<file path="src/verilog/mcmc_pkg.sv">
// Constants and mode encoding for the master clock mode control block
// Operation
// - All-ones transmit timed from reference, not transmit clock
// - Receive clock follows reference during loss of signal
// - Reference times clock recovery and jitter attenuator
// - Host wait-state logic runs from reference clock
// - Reference stuck low: receive path off, outputs tristate
// - Reference stuck high: no recovery, plain data receiver
// - Each channel clock times only its own rails
package mcmc_pkg;
  // ==========================================================
  // Geometry and timing
  localparam int NUM_CH = 8;
  localparam int CLK_PERIOD_PS = 5000;
  // No reference edge for this long means the reference is static
  localparam int STATIC_TIMEOUT_PS = 2000000;
  // Least time, rounded up to whole cycles
  localparam int STATIC_CYCLES = (STATIC_TIMEOUT_PS + CLK_PERIOD_PS - 1) / CLK_PERIOD_PS;
  localparam int IDLE_W = 9;
  localparam logic [IDLE_W-1:0] IDLE_ZERO = 9'h000;
  localparam logic [IDLE_W-1:0] IDLE_ONE = 9'h001;
  localparam logic [IDLE_W-1:0] STATIC_LAST = IDLE_W'(STATIC_CYCLES - 1);
  // Reference edges a parallel host is held in wait
  localparam logic [1:0] WAIT_REF_EDGES = 2'h2;
  localparam logic [1:0] WAIT_ZERO = 2'h0;
  localparam logic [1:0] WAIT_ONE = 2'h1;

  // ==========================================================
  // Receive path modes
  typedef enum logic [2:0] {
    MCMC_RUN  = 3'h1,
    MCMC_DOWN = 3'h2,
    MCMC_RAW  = 3'h4
  } mcmc_mode_t;
endpackage

</file>
<file path="src/verilog/mcmc_lane.sv">
// One transceiver channel: receive output selection and transmit timing
`timescale 1ns/10ps
`default_nettype none
module mcmc_lane
  import mcmc_pkg::*;
(
  input wire logic clk,
  input wire logic rst_n,
  input wire logic ref_level,
  input wire logic ref_tick,
  input wire logic mode_down,
  input wire logic mode_raw,
  input wire logic los,
  input wire logic all_ones_tx_generator_en,
  input wire logic tx_clock_in,
  input wire logic line_rx_clock,
  input wire logic rec_pos,
  input wire logic rec_neg,
  input wire logic raw_pos,
  input wire logic raw_neg,
  output logic recovered_rx_clock,
  output logic rx_positive_rail,
  output logic rx_negative_rail,
  output logic rx_oe,
  output logic all_ones_tx_generator
);
  logic tx_prev;

  // ==========================================================
  // Receive outputs, fed by this channel's own sources, except the clock, which comes from the reference under loss of signal
  always_ff @(posedge clk or negedge rst_n) begin
    if (!rst_n) begin
      recovered_rx_clock <= 1'b0;
      rx_positive_rail <= 1'b0;
      rx_negative_rail <= 1'b0;
      rx_oe <= 1'b0;
    end else if (mode_down) begin
      // Powered down: pins released, levels parked low
      recovered_rx_clock <= 1'b0;
      rx_positive_rail <= 1'b0;
      rx_negative_rail <= 1'b0;
      rx_oe <= 1'b0;
    end else if (mode_raw) begin
      // No recovered clock exists, sliced rails go straight out
      recovered_rx_clock <= 1'b0;
      rx_positive_rail <= raw_pos;
      rx_negative_rail <= raw_neg;
      rx_oe <= 1'b1;
    end else begin
      recovered_rx_clock <= los ? ref_level : line_rx_clock;
      rx_positive_rail <= rec_pos;
      rx_negative_rail <= rec_neg;
      rx_oe <= 1'b1;
    end
  end

  // ==========================================================
  // Transmit bit timing
  always_ff @(posedge clk or negedge rst_n) begin
    if (!rst_n) begin
      tx_prev <= 1'b0;
      all_ones_tx_generator <= 1'b0;
    end else begin
      tx_prev <= tx_clock_in;
      // The alarm pattern must not depend on a framer clock that may be gone
      all_ones_tx_generator <= all_ones_tx_generator_en ? ref_tick : (tx_clock_in & ~tx_prev);
    end
  end

  all_ones_tx_generator_ref_a: assert property (@(posedge clk) disable iff (!rst_n)
    all_ones_tx_generator_en && !ref_tick |=> !all_ones_tx_generator)
    else $error("alarm transmit tick without reference edge");
endmodule
`default_nettype wire

</file>
<file path="src/verilog/mcmc_top.sv">
// Master reference clock watch, mode select and reference-timed services
`timescale 1ns/10ps
`default_nettype none
module mcmc_top
  import mcmc_pkg::*;
(
  input wire logic clk,
  input wire logic rst_n,
  input wire logic master_ref_clock,
  input wire logic [NUM_CH-1:0] los,
  input wire logic [NUM_CH-1:0] all_ones_tx_generator_en,
  input wire logic [NUM_CH-1:0] tx_clock_in,
  input wire logic [NUM_CH-1:0] line_rx_clock,
  input wire logic [NUM_CH-1:0] rec_pos,
  input wire logic [NUM_CH-1:0] rec_neg,
  input wire logic [NUM_CH-1:0] raw_pos,
  input wire logic [NUM_CH-1:0] raw_neg,
  input wire logic host_access_req,
  output logic [NUM_CH-1:0] recovered_rx_clock,
  output logic [NUM_CH-1:0] rx_positive_rail,
  output logic [NUM_CH-1:0] rx_negative_rail,
  output logic [NUM_CH-1:0] rx_oe,
  output logic [NUM_CH-1:0] all_ones_tx_generator,
  output logic ref_timing_tick,
  output logic clock_recovery_enable,
  output logic rx_path_powered,
  output logic host_wait_acknowledge
);
  logic ref_q;
  logic ref_prev;
  logic ref_edge;
  logic ref_rise;
  logic [IDLE_W-1:0] idle_cnt;
  mcmc_mode_t mode;
  logic [1:0] wait_cnt;
  logic req_prev;

  assign ref_edge = ref_q ^ ref_prev;
  assign ref_rise = ref_q & ~ref_prev & (mode == MCMC_RUN);

  // ==========================================================
  // Reference sampling
  always_ff @(posedge clk or negedge rst_n) begin
    if (!rst_n) begin
      ref_q <= 1'b0;
      ref_prev <= 1'b0;
    end else begin
      ref_q <= master_ref_clock;
      ref_prev <= ref_q;
    end
  end

  // ==========================================================
  // Static level watch on the internal time base
  always_ff @(posedge clk or negedge rst_n) begin
    if (!rst_n) begin
      idle_cnt <= IDLE_ZERO;
    end else if (ref_edge) begin
      idle_cnt <= IDLE_ZERO;
    end else if (idle_cnt != STATIC_LAST) begin
      idle_cnt <= idle_cnt + IDLE_ONE;
    end
  end

  always_ff @(posedge clk or negedge rst_n) begin
    if (!rst_n) begin
      mode <= MCMC_RUN;
    end else begin
      case (mode)
        MCMC_RUN: begin
          if (!ref_edge && idle_cnt == STATIC_LAST) begin
            mode <= ref_q ? MCMC_RAW : MCMC_DOWN;
          end
        end
        MCMC_DOWN, MCMC_RAW: begin
          // A single edge is enough to resume; the recovery loop relocks on its own
          if (ref_edge) begin
            mode <= MCMC_RUN;
          end
        end
        default: begin
          mode <= MCMC_RUN;
        end
      endcase
    end
  end

  // ==========================================================
  // Reference services: recovery, jitter attenuator, status
  always_ff @(posedge clk or negedge rst_n) begin
    if (!rst_n) begin
      ref_timing_tick <= 1'b0;
      clock_recovery_enable <= 1'b0;
      rx_path_powered <= 1'b0;
    end else begin
      ref_timing_tick <= ref_rise;
      clock_recovery_enable <= (mode == MCMC_RUN);
      rx_path_powered <= (mode != MCMC_DOWN);
    end
  end

  // ==========================================================
  // Host wait states counted in reference edges
  always_ff @(posedge clk or negedge rst_n) begin
    if (!rst_n) begin
      req_prev <= 1'b0;
      wait_cnt <= WAIT_ZERO;
      host_wait_acknowledge <= 1'b0;
    end else begin
      req_prev <= host_access_req;
      if (!host_access_req || mode != MCMC_RUN) begin
        // Without a reference no wait can be timed, so no acknowledge
        wait_cnt <= WAIT_ZERO;
        host_wait_acknowledge <= 1'b0;
      end else if (!req_prev) begin
        wait_cnt <= WAIT_ZERO;
      end else if (wait_cnt != WAIT_REF_EDGES) begin
        if (ref_rise) begin
          wait_cnt <= wait_cnt + WAIT_ONE;
        end
      end else begin
        host_wait_acknowledge <= 1'b1;
      end
    end
  end

  // ==========================================================
  // Channels
  for (genvar ch = 0; ch < NUM_CH; ch++) begin : g_lane
    mcmc_lane u_mcmc_lane (
      .clk(clk),
      .rst_n(rst_n),
      .ref_level(ref_q),
      .ref_tick(ref_rise),
      .mode_down(mode == MCMC_DOWN),
      .mode_raw(mode == MCMC_RAW),
      .los(los[ch]),
      .all_ones_tx_generator_en(all_ones_tx_generator_en[ch]),
      .tx_clock_in(tx_clock_in[ch]),
      .line_rx_clock(line_rx_clock[ch]),
      .rec_pos(rec_pos[ch]),
      .rec_neg(rec_neg[ch]),
      .raw_pos(raw_pos[ch]),
      .raw_neg(raw_neg[ch]),
      .recovered_rx_clock(recovered_rx_clock[ch]),
      .rx_positive_rail(rx_positive_rail[ch]),
      .rx_negative_rail(rx_negative_rail[ch]),
      .rx_oe(rx_oe[ch]),
      .all_ones_tx_generator(all_ones_tx_generator[ch])
    );
  end

  // ==========================================================
  // Checks
  static_entry_a: assert property (@(posedge clk) disable iff (!rst_n)
    mode == MCMC_RUN && !ref_edge && idle_cnt == STATIC_LAST |=> mode != MCMC_RUN)
    else $error("static reference not declared after timeout");
  early_static_a: assert property (@(posedge clk) disable iff (!rst_n)
    mode == MCMC_RUN ##1 mode != MCMC_RUN |-> $past(idle_cnt) == STATIC_LAST)
    else $error("static reference declared before timeout");
  edge_exit_a: assert property (@(posedge clk) disable iff (!rst_n)
    ref_edge |=> mode == MCMC_RUN)
    else $error("reference edge did not restore run mode");
  low_tristate_a: assert property (@(posedge clk) disable iff (!rst_n)
    mode == MCMC_DOWN |=> rx_oe == '0 && !rx_path_powered)
    else $error("receive pins driven while powered down");
  // The first rise is already in ref_q while the mode still reads down, so the delayed copy is checked
  low_is_low_a: assert property (@(posedge clk) disable iff (!rst_n)
    mode == MCMC_DOWN |-> !ref_prev)
    else $error("power down with reference high");
  down_rails_a: assert property (@(posedge clk) disable iff (!rst_n)
    mode == MCMC_DOWN |=> rx_positive_rail == '0 && rx_negative_rail == '0 && recovered_rx_clock == '0)
    else $error("receive levels not parked while powered down");
  raw_rails_a: assert property (@(posedge clk) disable iff (!rst_n)
    mode == MCMC_RAW |=> rx_positive_rail == $past(raw_pos)
      && rx_negative_rail == $past(raw_neg))
    else $error("plain receiver rails not from sliced data");
  run_status_a: assert property (@(posedge clk) disable iff (!rst_n)
    mode == MCMC_RUN |=> rx_path_powered && clock_recovery_enable)
    else $error("run mode without recovery or power");
  high_raw_a: assert property (@(posedge clk) disable iff (!rst_n)
    mode == MCMC_RAW |=> !clock_recovery_enable && recovered_rx_clock == '0 && rx_oe == '1)
    else $error("recovery active in plain receiver mode");
  los_clock_a: assert property (@(posedge clk) disable iff (!rst_n)
    mode == MCMC_RUN && los[0] |=> recovered_rx_clock[0] == $past(ref_q))
    else $error("lost-signal receive clock not from reference");
  ref_tick_a: assert property (@(posedge clk) disable iff (!rst_n)
    ref_timing_tick |-> $past(ref_q) && !$past(ref_prev))
    else $error("reference tick without reference rise");
  // A static reference must not leak stray ticks into the recovery loop
  tick_run_only_a: assert property (@(posedge clk) disable iff (!rst_n)
    mode != MCMC_RUN |=> !ref_timing_tick)
    else $error("reference tick outside run mode");
  idle_clear_a: assert property (@(posedge clk) disable iff (!rst_n)
    ref_edge |=> idle_cnt == IDLE_ZERO)
    else $error("idle time not restarted on reference edge");
  no_ack_a: assert property (@(posedge clk) disable iff (!rst_n)
    mode != MCMC_RUN |=> !host_wait_acknowledge)
    else $error("wait acknowledge without reference");
  wait_len_a: assert property (@(posedge clk) disable iff (!rst_n)
    $rose(host_wait_acknowledge) |-> $past(wait_cnt) == WAIT_REF_EDGES)
    else $error("acknowledge before wait edges counted");
  ack_req_a: assert property (@(posedge clk) disable iff (!rst_n)
    host_wait_acknowledge |-> $past(host_access_req))
    else $error("wait acknowledge without host access");
  lane_own_a: assert property (@(posedge clk) disable iff (!rst_n)
    mode == MCMC_RUN && !los[1] |=> recovered_rx_clock[1] == $past(line_rx_clock[1])
      && rx_positive_rail[1] == $past(rec_pos[1]))
    else $error("channel output not from its own sources");

  down_c: cover property (@(posedge clk) disable iff (!rst_n) mode == MCMC_DOWN ##1 mode == MCMC_RUN);
  raw_c: cover property (@(posedge clk) disable iff (!rst_n) mode == MCMC_RAW ##1 mode == MCMC_RUN);
  ack_c: cover property (@(posedge clk) disable iff (!rst_n) $rose(host_wait_acknowledge));
  los_c: cover property (@(posedge clk) disable iff (!rst_n) los[0] && all_ones_tx_generator_en[0] && ref_rise);
endmodule
`default_nettype wire

</file>
<file path="config.mk">
export PLATFORM = sky130hd
export DESIGN_NAME = mcmc_top
export DESIGN_NICKNAME = d
export VERILOG_FILES = /design/src/verilog/mcmc_pkg.sv /design/src/verilog/mcmc_lane.sv /design/src/verilog/mcmc_top.sv
export SDC_FILE = /design/constraint.sdc
export NUM_CORES = 1
export LEC_CHECK = 0
export BUFFER_PORTS_ARGS = -buffer_cell sky130_fd_sc_hd__clkbuf_2
export CORE_UTILIZATION = 50
export DETAILED_ROUTE_END_ITERATION = 16
export PLACE_DENSITY_LB_ADDON = 0.12
export SLEW_MARGIN = 20
export SYNTH_ARGS = -nofsm -noshare
export SYNTH_HDL_FRONTEND = slang
export SYNTH_SLANG_ARGS = --single-unit
</file>
<file path="constraint.sdc">
create_clock -name clk -period 4.3 [get_ports clk]
set_clock_uncertainty 0.05 [all_clocks]
set_input_delay 0.645 -clock clk [delete_from_list [all_inputs] [get_ports clk]]
set_output_delay 0.645 -clock clk [all_outputs]
set_load 0.1 [all_outputs]
</file>
==> metrics.txt, run 1 <==
# TYPE chip_impl_metric gauge
chip_impl_metric{name="ant_nets",unit=""} 0
chip_impl_metric{name="clock_latency",unit="ns"} 0.33
chip_impl_metric{name="filler_cell_count",unit=""} 446
chip_impl_metric{name="post_synth_num_cell_types",unit=""} 36
chip_impl_info{name="setup.worst_path.end_class",value="output pin"} 1
chip_impl_metric{name="layout-drive-gt1-share",unit=""} 0.3976
chip_impl_metric{name="fin_tns_setup",unit="ns"} 0
chip_impl_metric{name="finalWeightedCongestion",unit=""} 0.7698
chip_impl_metric{name="drt_iter0_drc",unit=""} 26
chip_impl_metric{name="cts_hold_repair.buffers",unit=""} 0
chip_impl_info{name="outcome",value="complete, no violations"} 1
chip_impl_metric{name="placed_cells",unit=""} 391
chip_impl_metric{name="globalRouteOverflowTotal",unit=""} 0
chip_impl_metric{name="worst_hold_margin",unit="ns"} 0.3706
chip_impl_metric{name="synth_largest_type_area_fraction",unit=""} 0.5398
chip_impl_metric{name="grt_usage",unit=""} 0.1841
chip_impl_metric{name="largest_stage_delay_worst_path",unit="ns"} 0.50
chip_impl_info{name="cts.root.buffer_cell",value="clkbuf_8"} 1
chip_impl_metric{name="die_area",unit="sq um"} 5865
chip_impl_info{name="synth_area_leaders",value="dfrtp_1 54%, buf_4 11%, nand2_1 5.4%"} 1
chip_impl_metric{name="route.final.wire_length",unit="um"} 4770
chip_impl_metric{name="htree_levels",unit=""} 3
chip_impl_metric{name="chipHeight",unit="um"} 76.59
chip_impl_metric{name="postLayoutCoreUtil",unit=""} 0.6228
chip_impl_metric{name="synth_sequential_area_ratio",unit=""} 0.5493
chip_impl_info{name="critical_path_class",value="flop to output pin"} 1
chip_impl_metric{name="core_area",unit="sq um"} 5238
chip_impl_metric{name="detailedPlace.worstSlack",unit="ns"} 2.551
chip_impl_metric{name="drt_pass1_iterations",unit=""} 4
chip_impl_info{name="chain_of_cells_forming_the_critical_path",value="clkbuf_2"} 1
chip_impl_metric{name="cts_repair_resize_count",unit=""} 0
chip_impl_metric{name="diodes",unit=""} 0
chip_impl_metric{name="finalCriticalPeriod",unit="ns"} 1.983
chip_impl_info{name="leading_cell_type_in_the_layout_fill_and_taps_excluded",value="clkbuf_2"} 1
chip_impl_metric{name="boundaryPins",unit=""} 112
chip_impl_metric{name="hold_viol",unit=""} 0
chip_impl_metric{name="syn_area",unit="sq um"} 2781
chip_impl_metric{name="max-clock-path-buffers",unit=""} 2
chip_impl_metric{name="dpl.hpwl",unit="um"} 3405
chip_impl_metric{name="post-cts-setup-buffer-count",unit=""} 0
chip_impl_info{name="synth_top_area_cell",value="dfrtp_1"} 1
chip_impl_metric{name="static-leakage-power",unit="nW"} 1.708
chip_impl_metric{name="slew_viol_final",unit=""} 0
chip_impl_metric{name="flow.area_growth_from_synthesis",unit="%"} 17.27
chip_impl_info{name="critPathTopFamily",value="buffers and inverters"} 1
chip_impl_metric{name="viasPerCell",unit=""} 4.818
chip_impl_metric{name="port_buffers",unit=""} 111
chip_impl_metric{name="synth_enable_flop_cells",unit=""} 0
chip_impl_metric{name="critical_path_arrival",unit="ns"} 1.29
chip_impl_metric{name="max_slew.worst_pin.slew",unit="ns"} 0.8721
chip_impl_metric{name="cts_buffers",unit=""} 9
chip_impl_metric{name="maxSlewHeadroom",unit=""} 0.4186
chip_impl_metric{name="multi_input_area",unit="sq um"} 880.8
chip_impl_metric{name="yosysWarnings",unit=""} 0
chip_impl_info{name="clock_tree_from_tritoncts",value="done"} 1
chip_impl_metric{name="drc",unit=""} 0
chip_impl_info{name="worstSetupStartpointType",value="flop"} 1
chip_impl_info{name="yosys_most_used_dff",value="dfrtp_1"} 1
chip_impl_metric{name="syn_nets",unit=""} 328
chip_impl_metric{name="worstPathRequired",unit="ns"} 3.61
chip_impl_metric{name="detail_route.wl_per_cell",unit="um"} 11.72
chip_impl_metric{name="design.final.nets",unit=""} 403
chip_impl_metric{name="synth_seq_cells",unit=""} 61
chip_impl_metric{name="cts.reportedPaths.clkPinSlew",unit="ns"} 0.07
chip_impl_metric{name="die_width",unit="um"} 76.59
chip_impl_metric{name="ir_worst_vdd",unit="mV"} 0.2625
chip_impl_metric{name="crit_path_max_fanout",unit=""} 9
chip_impl_metric{name="max_freq",unit="MHz"} 504.3
chip_impl_info{name="most_frequent_cells_in_the_layout",value="111 x clkbuf_2, 60 x dfrtp_1, 40 x nand2_1"} 1
chip_impl_metric{name="drv.max_cap_violation_count",unit=""} 0
chip_impl_info{name="cp_slowest_cell",value="clkbuf_2"} 1
chip_impl_metric{name="number_of_clock_sinks_seen_by_cts",unit=""} 61
chip_impl_metric{name="synthArstFlopShare",unit=""} 1.000
chip_impl_metric{name="rows",unit=""} 26
chip_impl_metric{name="setup_slack",unit="ns"} 2.317
chip_impl_metric{name="post_synth.cell_area_avg",unit="sq um"} 10.82
chip_impl_info{name="grt_setup_unrepaired",value="false"} 1
chip_impl_metric{name="grt_antenna_before_repair",unit=""} 0
chip_impl_metric{name="post-route-period-util",unit=""} 0.4612
chip_impl_metric{name="cp.buffers_inverters",unit=""} 1
chip_impl_metric{name="layout.area.seq",unit="sq um"} 1528
chip_impl_metric{name="initial_utilization",unit=""} 0.5311
chip_impl_metric{name="final_cell_count_no_fill",unit=""} 407
chip_impl_metric{name="power_density",unit="nW/um^2"} 412.7
chip_impl_metric{name="wire_length_of_the_first_global_routing_pass",unit="um"} 8286
chip_impl_metric{name="grt_start_max_net_pins",unit=""} 38
chip_impl_metric{name="netlist_instances",unit=""} 257
chip_impl_metric{name="vias",unit=""} 1961
chip_impl_metric{name="grt_pass1_vias",unit=""} 1842
chip_impl_metric{name="setup_viol",unit=""} 0
chip_impl_info{name="tightest_hold_check_type",value="primary input to async pin"} 1
==> cell families (layout without fill, tap and decap cells) <==
logic type / count (synthesis) / count (layout) / share of synthesized area
XOR/XNOR: 1 / 1 / 0.003149
adder cells (fa/ha/maj): 3 / 3 / 0.01350
flip-flops: 61 / 61 / 0.5493
multiplexers: 12 / 12 / 0.04319
AND/OR/NAND/NOR: 89 / 89 / 0.1736
buffers and inverters: 51 / 131 / 0.1341
AO/OA/AOI/OAI: 40 / 40 / 0.08322
==> area by class of cell <==
| class | instances | share of cell area |
|---|---|---|
| repair buffers | 112 | 0.1726 |
| clock buffers | 10 | 0.03913 |
| clock inverters | 6 | 0.01956 |
| flip-flops and latches | 61 | 0.4684 |
| multi-input cells | 145 | 0.2700 |
| inverters | 3 | 0.003452 |
| well taps | 70 | 0.02685 |
==> flip-flops by register name, summed over array words and instances (netlist names), 2 cells and up <==
signal,cells
idle_cnt,9
g_lane.u_mcmc_lane.all_ones_tx_generator,8
g_lane.u_mcmc_lane.recovered_rx_clock,8
g_lane.u_mcmc_lane.rx_negative_rail,8
g_lane.u_mcmc_lane.rx_positive_rail,8
g_lane.u_mcmc_lane.tx_prev,8
mode,3
wait_cnt,2
==> cells in the mapped netlist (2+ instances only) <==
master	n
nor2_1	11
or3_1	2
nand2_2	2
nand3b_1	2
a21oi_1	19
nor3b_1	9
and2_1	2
mux2i_1	12
inv_1	2
buf_4	41
a31oi_1	2
nand3_1	6
buf_6	2
a21o_1	8
nor3b_4	3
nand4_1	2
o21ai_0	4
nand2b_1	5
o21ai_1	3
nand2_1	40
and3_1	2
ha_1	3
clkbuf_1	2
dfrtp_1	60
a21boi_0	2
==> stage by stage <==
step	power [W]	cell area [sq um]
after floorplan	0.0008360	2781
after global placement	0.0008768	3070
after detailed placement	0.0008787	3070
after CTS	0.001365	3262
after global routing	0.001408	3262
final	0.001346	3262
==> power breakdown <==
group	internal (W)	total [W]	switching, W	leakage (nW)
Clock	0.000266	0.000481	0.000214	0.0923
Sequential	0.000603	0.000616	0.0000132	0.745
Combinational	0.0000568	0.000250	0.000193	0.871
Total	0.000926	0.00135	0.000420	1.71
==> per-layer routing <==
metal  vias up  routed length, um  track usage
met5         -                  0            0
met4         0                 63      0.06346
met3         7                319      0.07904
met2        86               2296       0.3090
met1       898               2090       0.2095
li1        970                  -            -
==> final timing paths <==
kind                                             from                                       end  slack (ns)  cells past startpoint
worst max-delay path                  rx_path_powered                                  rx_oe[3]        2.32                      1
worst min-delay path                            rst_n  g_lane[4].u_mcmc_lane.recovered_rx_clock        0.37                      1
worst max register to register                  ref_q                                   mode[0]        2.64                      3
worst min register to register  host_wait_acknowledge                     host_wait_acknowledge        0.46                      2
max in group asynchronous                       rst_n             g_lane[6].u_mcmc_lane.tx_prev        2.98                      2
min in group clk                     master_ref_clock                                     ref_q        0.37                      1
Power figures use the tool's default switching activity.
==> run 2: changes to the inputs <==
CORE_UTILIZATION = 43   (was 50)
clock period = 1.59 ns   (was 4.3 ns; I/O delays follow)
==> metrics.txt, run 2 (synthesis gave the netlist of run 1 again) <==
# TYPE chip_impl_metric gauge
chip_impl_metric{name="dpl.hpwl",unit="um"} 3615
chip_impl_info{name="worstSetupStartpointType",value="flop"} 1
chip_impl_metric{name="flow.area_growth_from_synthesis",unit="%"} 24.61
chip_impl_metric{name="finalCriticalPeriod",unit="ns"} 1.476
chip_impl_metric{name="ant_nets",unit=""} 0
chip_impl_metric{name="static-leakage-power",unit="nW"} 1.791
chip_impl_metric{name="grt_usage",unit=""} 0.1693
chip_impl_metric{name="max-clock-path-buffers",unit=""} 2
chip_impl_info{name="tightest_hold_check_type",value="primary input to flop"} 1
chip_impl_metric{name="largest_reg_flops",unit=""} 9
chip_impl_info{name="critPathTopFamily",value="buffers and inverters"} 1
chip_impl_metric{name="cp.buffers_inverters",unit=""} 1
chip_impl_metric{name="max_freq",unit="MHz"} 677.7
chip_impl_info{name="most_frequent_cells_in_the_layout",value="102 x clkbuf_2, 59 x dfrtp_1, 40 x nand2_1"} 1
chip_impl_metric{name="finalWeightedCongestion",unit=""} 0.8070
chip_impl_info{name="grt_setup_unrepaired",value="false"} 1
chip_impl_metric{name="initial_utilization",unit=""} 0.4563
chip_impl_metric{name="ir_worst_vdd",unit="mV"} 0.6915
chip_impl_metric{name="postLayoutCoreUtil",unit=""} 0.5686
chip_impl_metric{name="wire_length_of_the_first_global_routing_pass",unit="um"} 8473
chip_impl_metric{name="viasPerCell",unit=""} 4.691
chip_impl_metric{name="grt_antenna_before_repair",unit=""} 0
chip_impl_metric{name="placed_cells",unit=""} 404
chip_impl_metric{name="worstPathRequired",unit="ns"} 1.30
chip_impl_metric{name="htree_levels",unit=""} 3
chip_impl_info{name="outcome",value="complete, no violations"} 1
chip_impl_metric{name="number_of_clock_sinks_seen_by_cts",unit=""} 61
chip_impl_metric{name="chipHeight",unit="um"} 82.43
chip_impl_metric{name="diodes",unit=""} 0
chip_impl_metric{name="rows",unit=""} 28
chip_impl_metric{name="globalRouteOverflowTotal",unit=""} 0
chip_impl_metric{name="power_density",unit="nW/um^2"} 1066
chip_impl_metric{name="largest_stage_delay_worst_path",unit="ns"} 0.44
chip_impl_info{name="setup.worst_path.end_class",value="output pin"} 1
chip_impl_metric{name="vias",unit=""} 2022
chip_impl_metric{name="slew_viol_final",unit=""} 0
chip_impl_metric{name="final_cell_count_no_fill",unit=""} 431
chip_impl_metric{name="boundaryPins",unit=""} 112
chip_impl_metric{name="filler_cell_count",unit=""} 543
chip_impl_metric{name="core_area",unit="sq um"} 6096
chip_impl_info{name="clock_tree_from_tritoncts",value="done"} 1
chip_impl_metric{name="detail_route.wl_per_cell",unit="um"} 12.15
chip_impl_metric{name="drt_iter0_drc",unit=""} 104
chip_impl_metric{name="max_slew.worst_pin.slew",unit="ns"} 0.5557
chip_impl_metric{name="post-cts-setup-buffer-count",unit=""} 0
chip_impl_metric{name="die_area",unit="sq um"} 6794
chip_impl_metric{name="port_buffers",unit=""} 111
chip_impl_metric{name="grt_start_max_net_pins",unit=""} 62
chip_impl_info{name="cp_slowest_cell",value="buf_2"} 1
chip_impl_metric{name="grt_pass1_vias",unit=""} 1981
chip_impl_metric{name="post-route-period-util",unit=""} 0.9280
chip_impl_metric{name="fin_tns_setup",unit="ns"} 0
chip_impl_metric{name="route.final.wire_length",unit="um"} 5235
chip_impl_info{name="chain_of_cells_forming_the_critical_path",value="buf_2"} 1
chip_impl_metric{name="drt_pass1_iterations",unit=""} 4
chip_impl_metric{name="crit_path_max_fanout",unit=""} 9
chip_impl_metric{name="maxSlewHeadroom",unit=""} 0.6311
chip_impl_metric{name="design.final.nets",unit=""} 422
chip_impl_metric{name="cts.reportedPaths.clkPinSlew",unit="ns"} 0.07
chip_impl_metric{name="drc",unit=""} 0
chip_impl_metric{name="hold_viol",unit=""} 0
chip_impl_metric{name="cts_buffers",unit=""} 9
chip_impl_info{name="top_register",value="idle_cnt"} 1
chip_impl_info{name="leading_cell_type_in_the_layout_fill_and_taps_excluded",value="clkbuf_2"} 1
chip_impl_metric{name="setup_viol",unit=""} 0
chip_impl_info{name="cts.root.buffer_cell",value="clkbuf_8"} 1
chip_impl_metric{name="critical_path_arrival",unit="ns"} 1.19
chip_impl_metric{name="clock_latency",unit="ns"} 0.33
chip_impl_metric{name="layout-drive-gt1-share",unit=""} 0.4101
chip_impl_metric{name="die_width",unit="um"} 82.43
chip_impl_metric{name="drv.max_cap_violation_count",unit=""} 0
chip_impl_info{name="critical_path_class",value="flop to output pin"} 1
==> run 2: cell types whose count changed in the layout (fill, tap and decap cells not counted), sizes merged <==
cell	delta
dlygate4sd3	+11
clkbuf	-9
buf	+17
==> run 2: cell type report <==
class / instances / area (sq um) / area share
Clock buffer: 10 / 127.6 / 0.03682
Tap cell: 75 / 93.84 / 0.02708
Timing Repair Buffer: 131 / 745.7 / 0.2152
Clock inverter: 6 / 63.81 / 0.01841
Sequential cell: 61 / 1529 / 0.4412
Inverter: 3 / 11.26 / 0.003249
Multi-Input combinational cell: 145 / 894.6 / 0.2581
==> run 2: metrics by stage <==
step	instance area [sq um]	worst slack (ns)	hold WS (ns)	total power, W
5_1_grt	3466	0.01852	0.05485	0.003858
2_1_floorplan	2783	0.1011	-0.1071	0.002261
6_report	3466	0.1145	0.07021	0.003694
3_5_place_dp	3151	0.06989	0.2263	0.002390
4_1_cts	3452	0.04005	0.05968	0.003734
3_3_place_gp	3151	0.08270	0.2272	0.002382
==> run 2: layer usage <==
| layer | part of all wire | GRT usage | vias up |
|---|---|---|---|
| met3 | 0.062 | 0.04505 | 8 |
| met1 | 0.45 | 0.2052 | 933 |
| met4 | 0.019 | 0.09649 | 0 |
| met2 | 0.47 | 0.2719 | 71 |
| met5 | 0 | 0 | - |
| li1 | - | - | 1010 |
==> run 2: worst paths after layout <==
check	startpoint	end	slack [ns]	depth (start not counted)
setup / recovery	rx_path_powered	rx_oe[5]	0.11	1
hold / removal	raw_pos[0]	g_lane[0].u_mcmc_lane.rx_positive_rail	0.07	3
setup reg to reg	mode[0]	g_lane[6].u_mcmc_lane.all_ones_tx_generator	0.13	3
hold reg to reg	host_wait_acknowledge	host_wait_acknowledge	0.47	2
max in group asynchronous	rst_n	mode[0]	0.79	3
min in group asynchronous	rst_n	g_lane[6].u_mcmc_lane.recovered_rx_clock	0.40	3
==> run 2: worst reg2reg max path, cell delays in order (launching register included) <==
cell     delay, ns
dfstp_2       0.62
nor3b_4       0.21
and2_1        0.35
a21o_1        0.18
==> run 2: report_power, final <==
| group | leakage, nW | internal [W] | switching, W | total [W] |
|---|---|---|---|---|
| sequential | 0.745 | 0.00163 | 0.0000320 | 0.00166 |
| clock | 0.0923 | 0.000720 | 0.000598 | 0.00132 |
| combinational | 0.954 | 0.000179 | 0.000536 | 0.000715 |
| total | 1.79 | 0.00253 | 0.00117 | 0.00369 |
==> run 2: timing repair <==
action | 4_1_cts | 5_1_grt
endpoints found under the hold margin | 70 | 0
resized for setup | 0 | 12
setup endpoints to repair | 0 | 30
hold buffers | 11 | 0
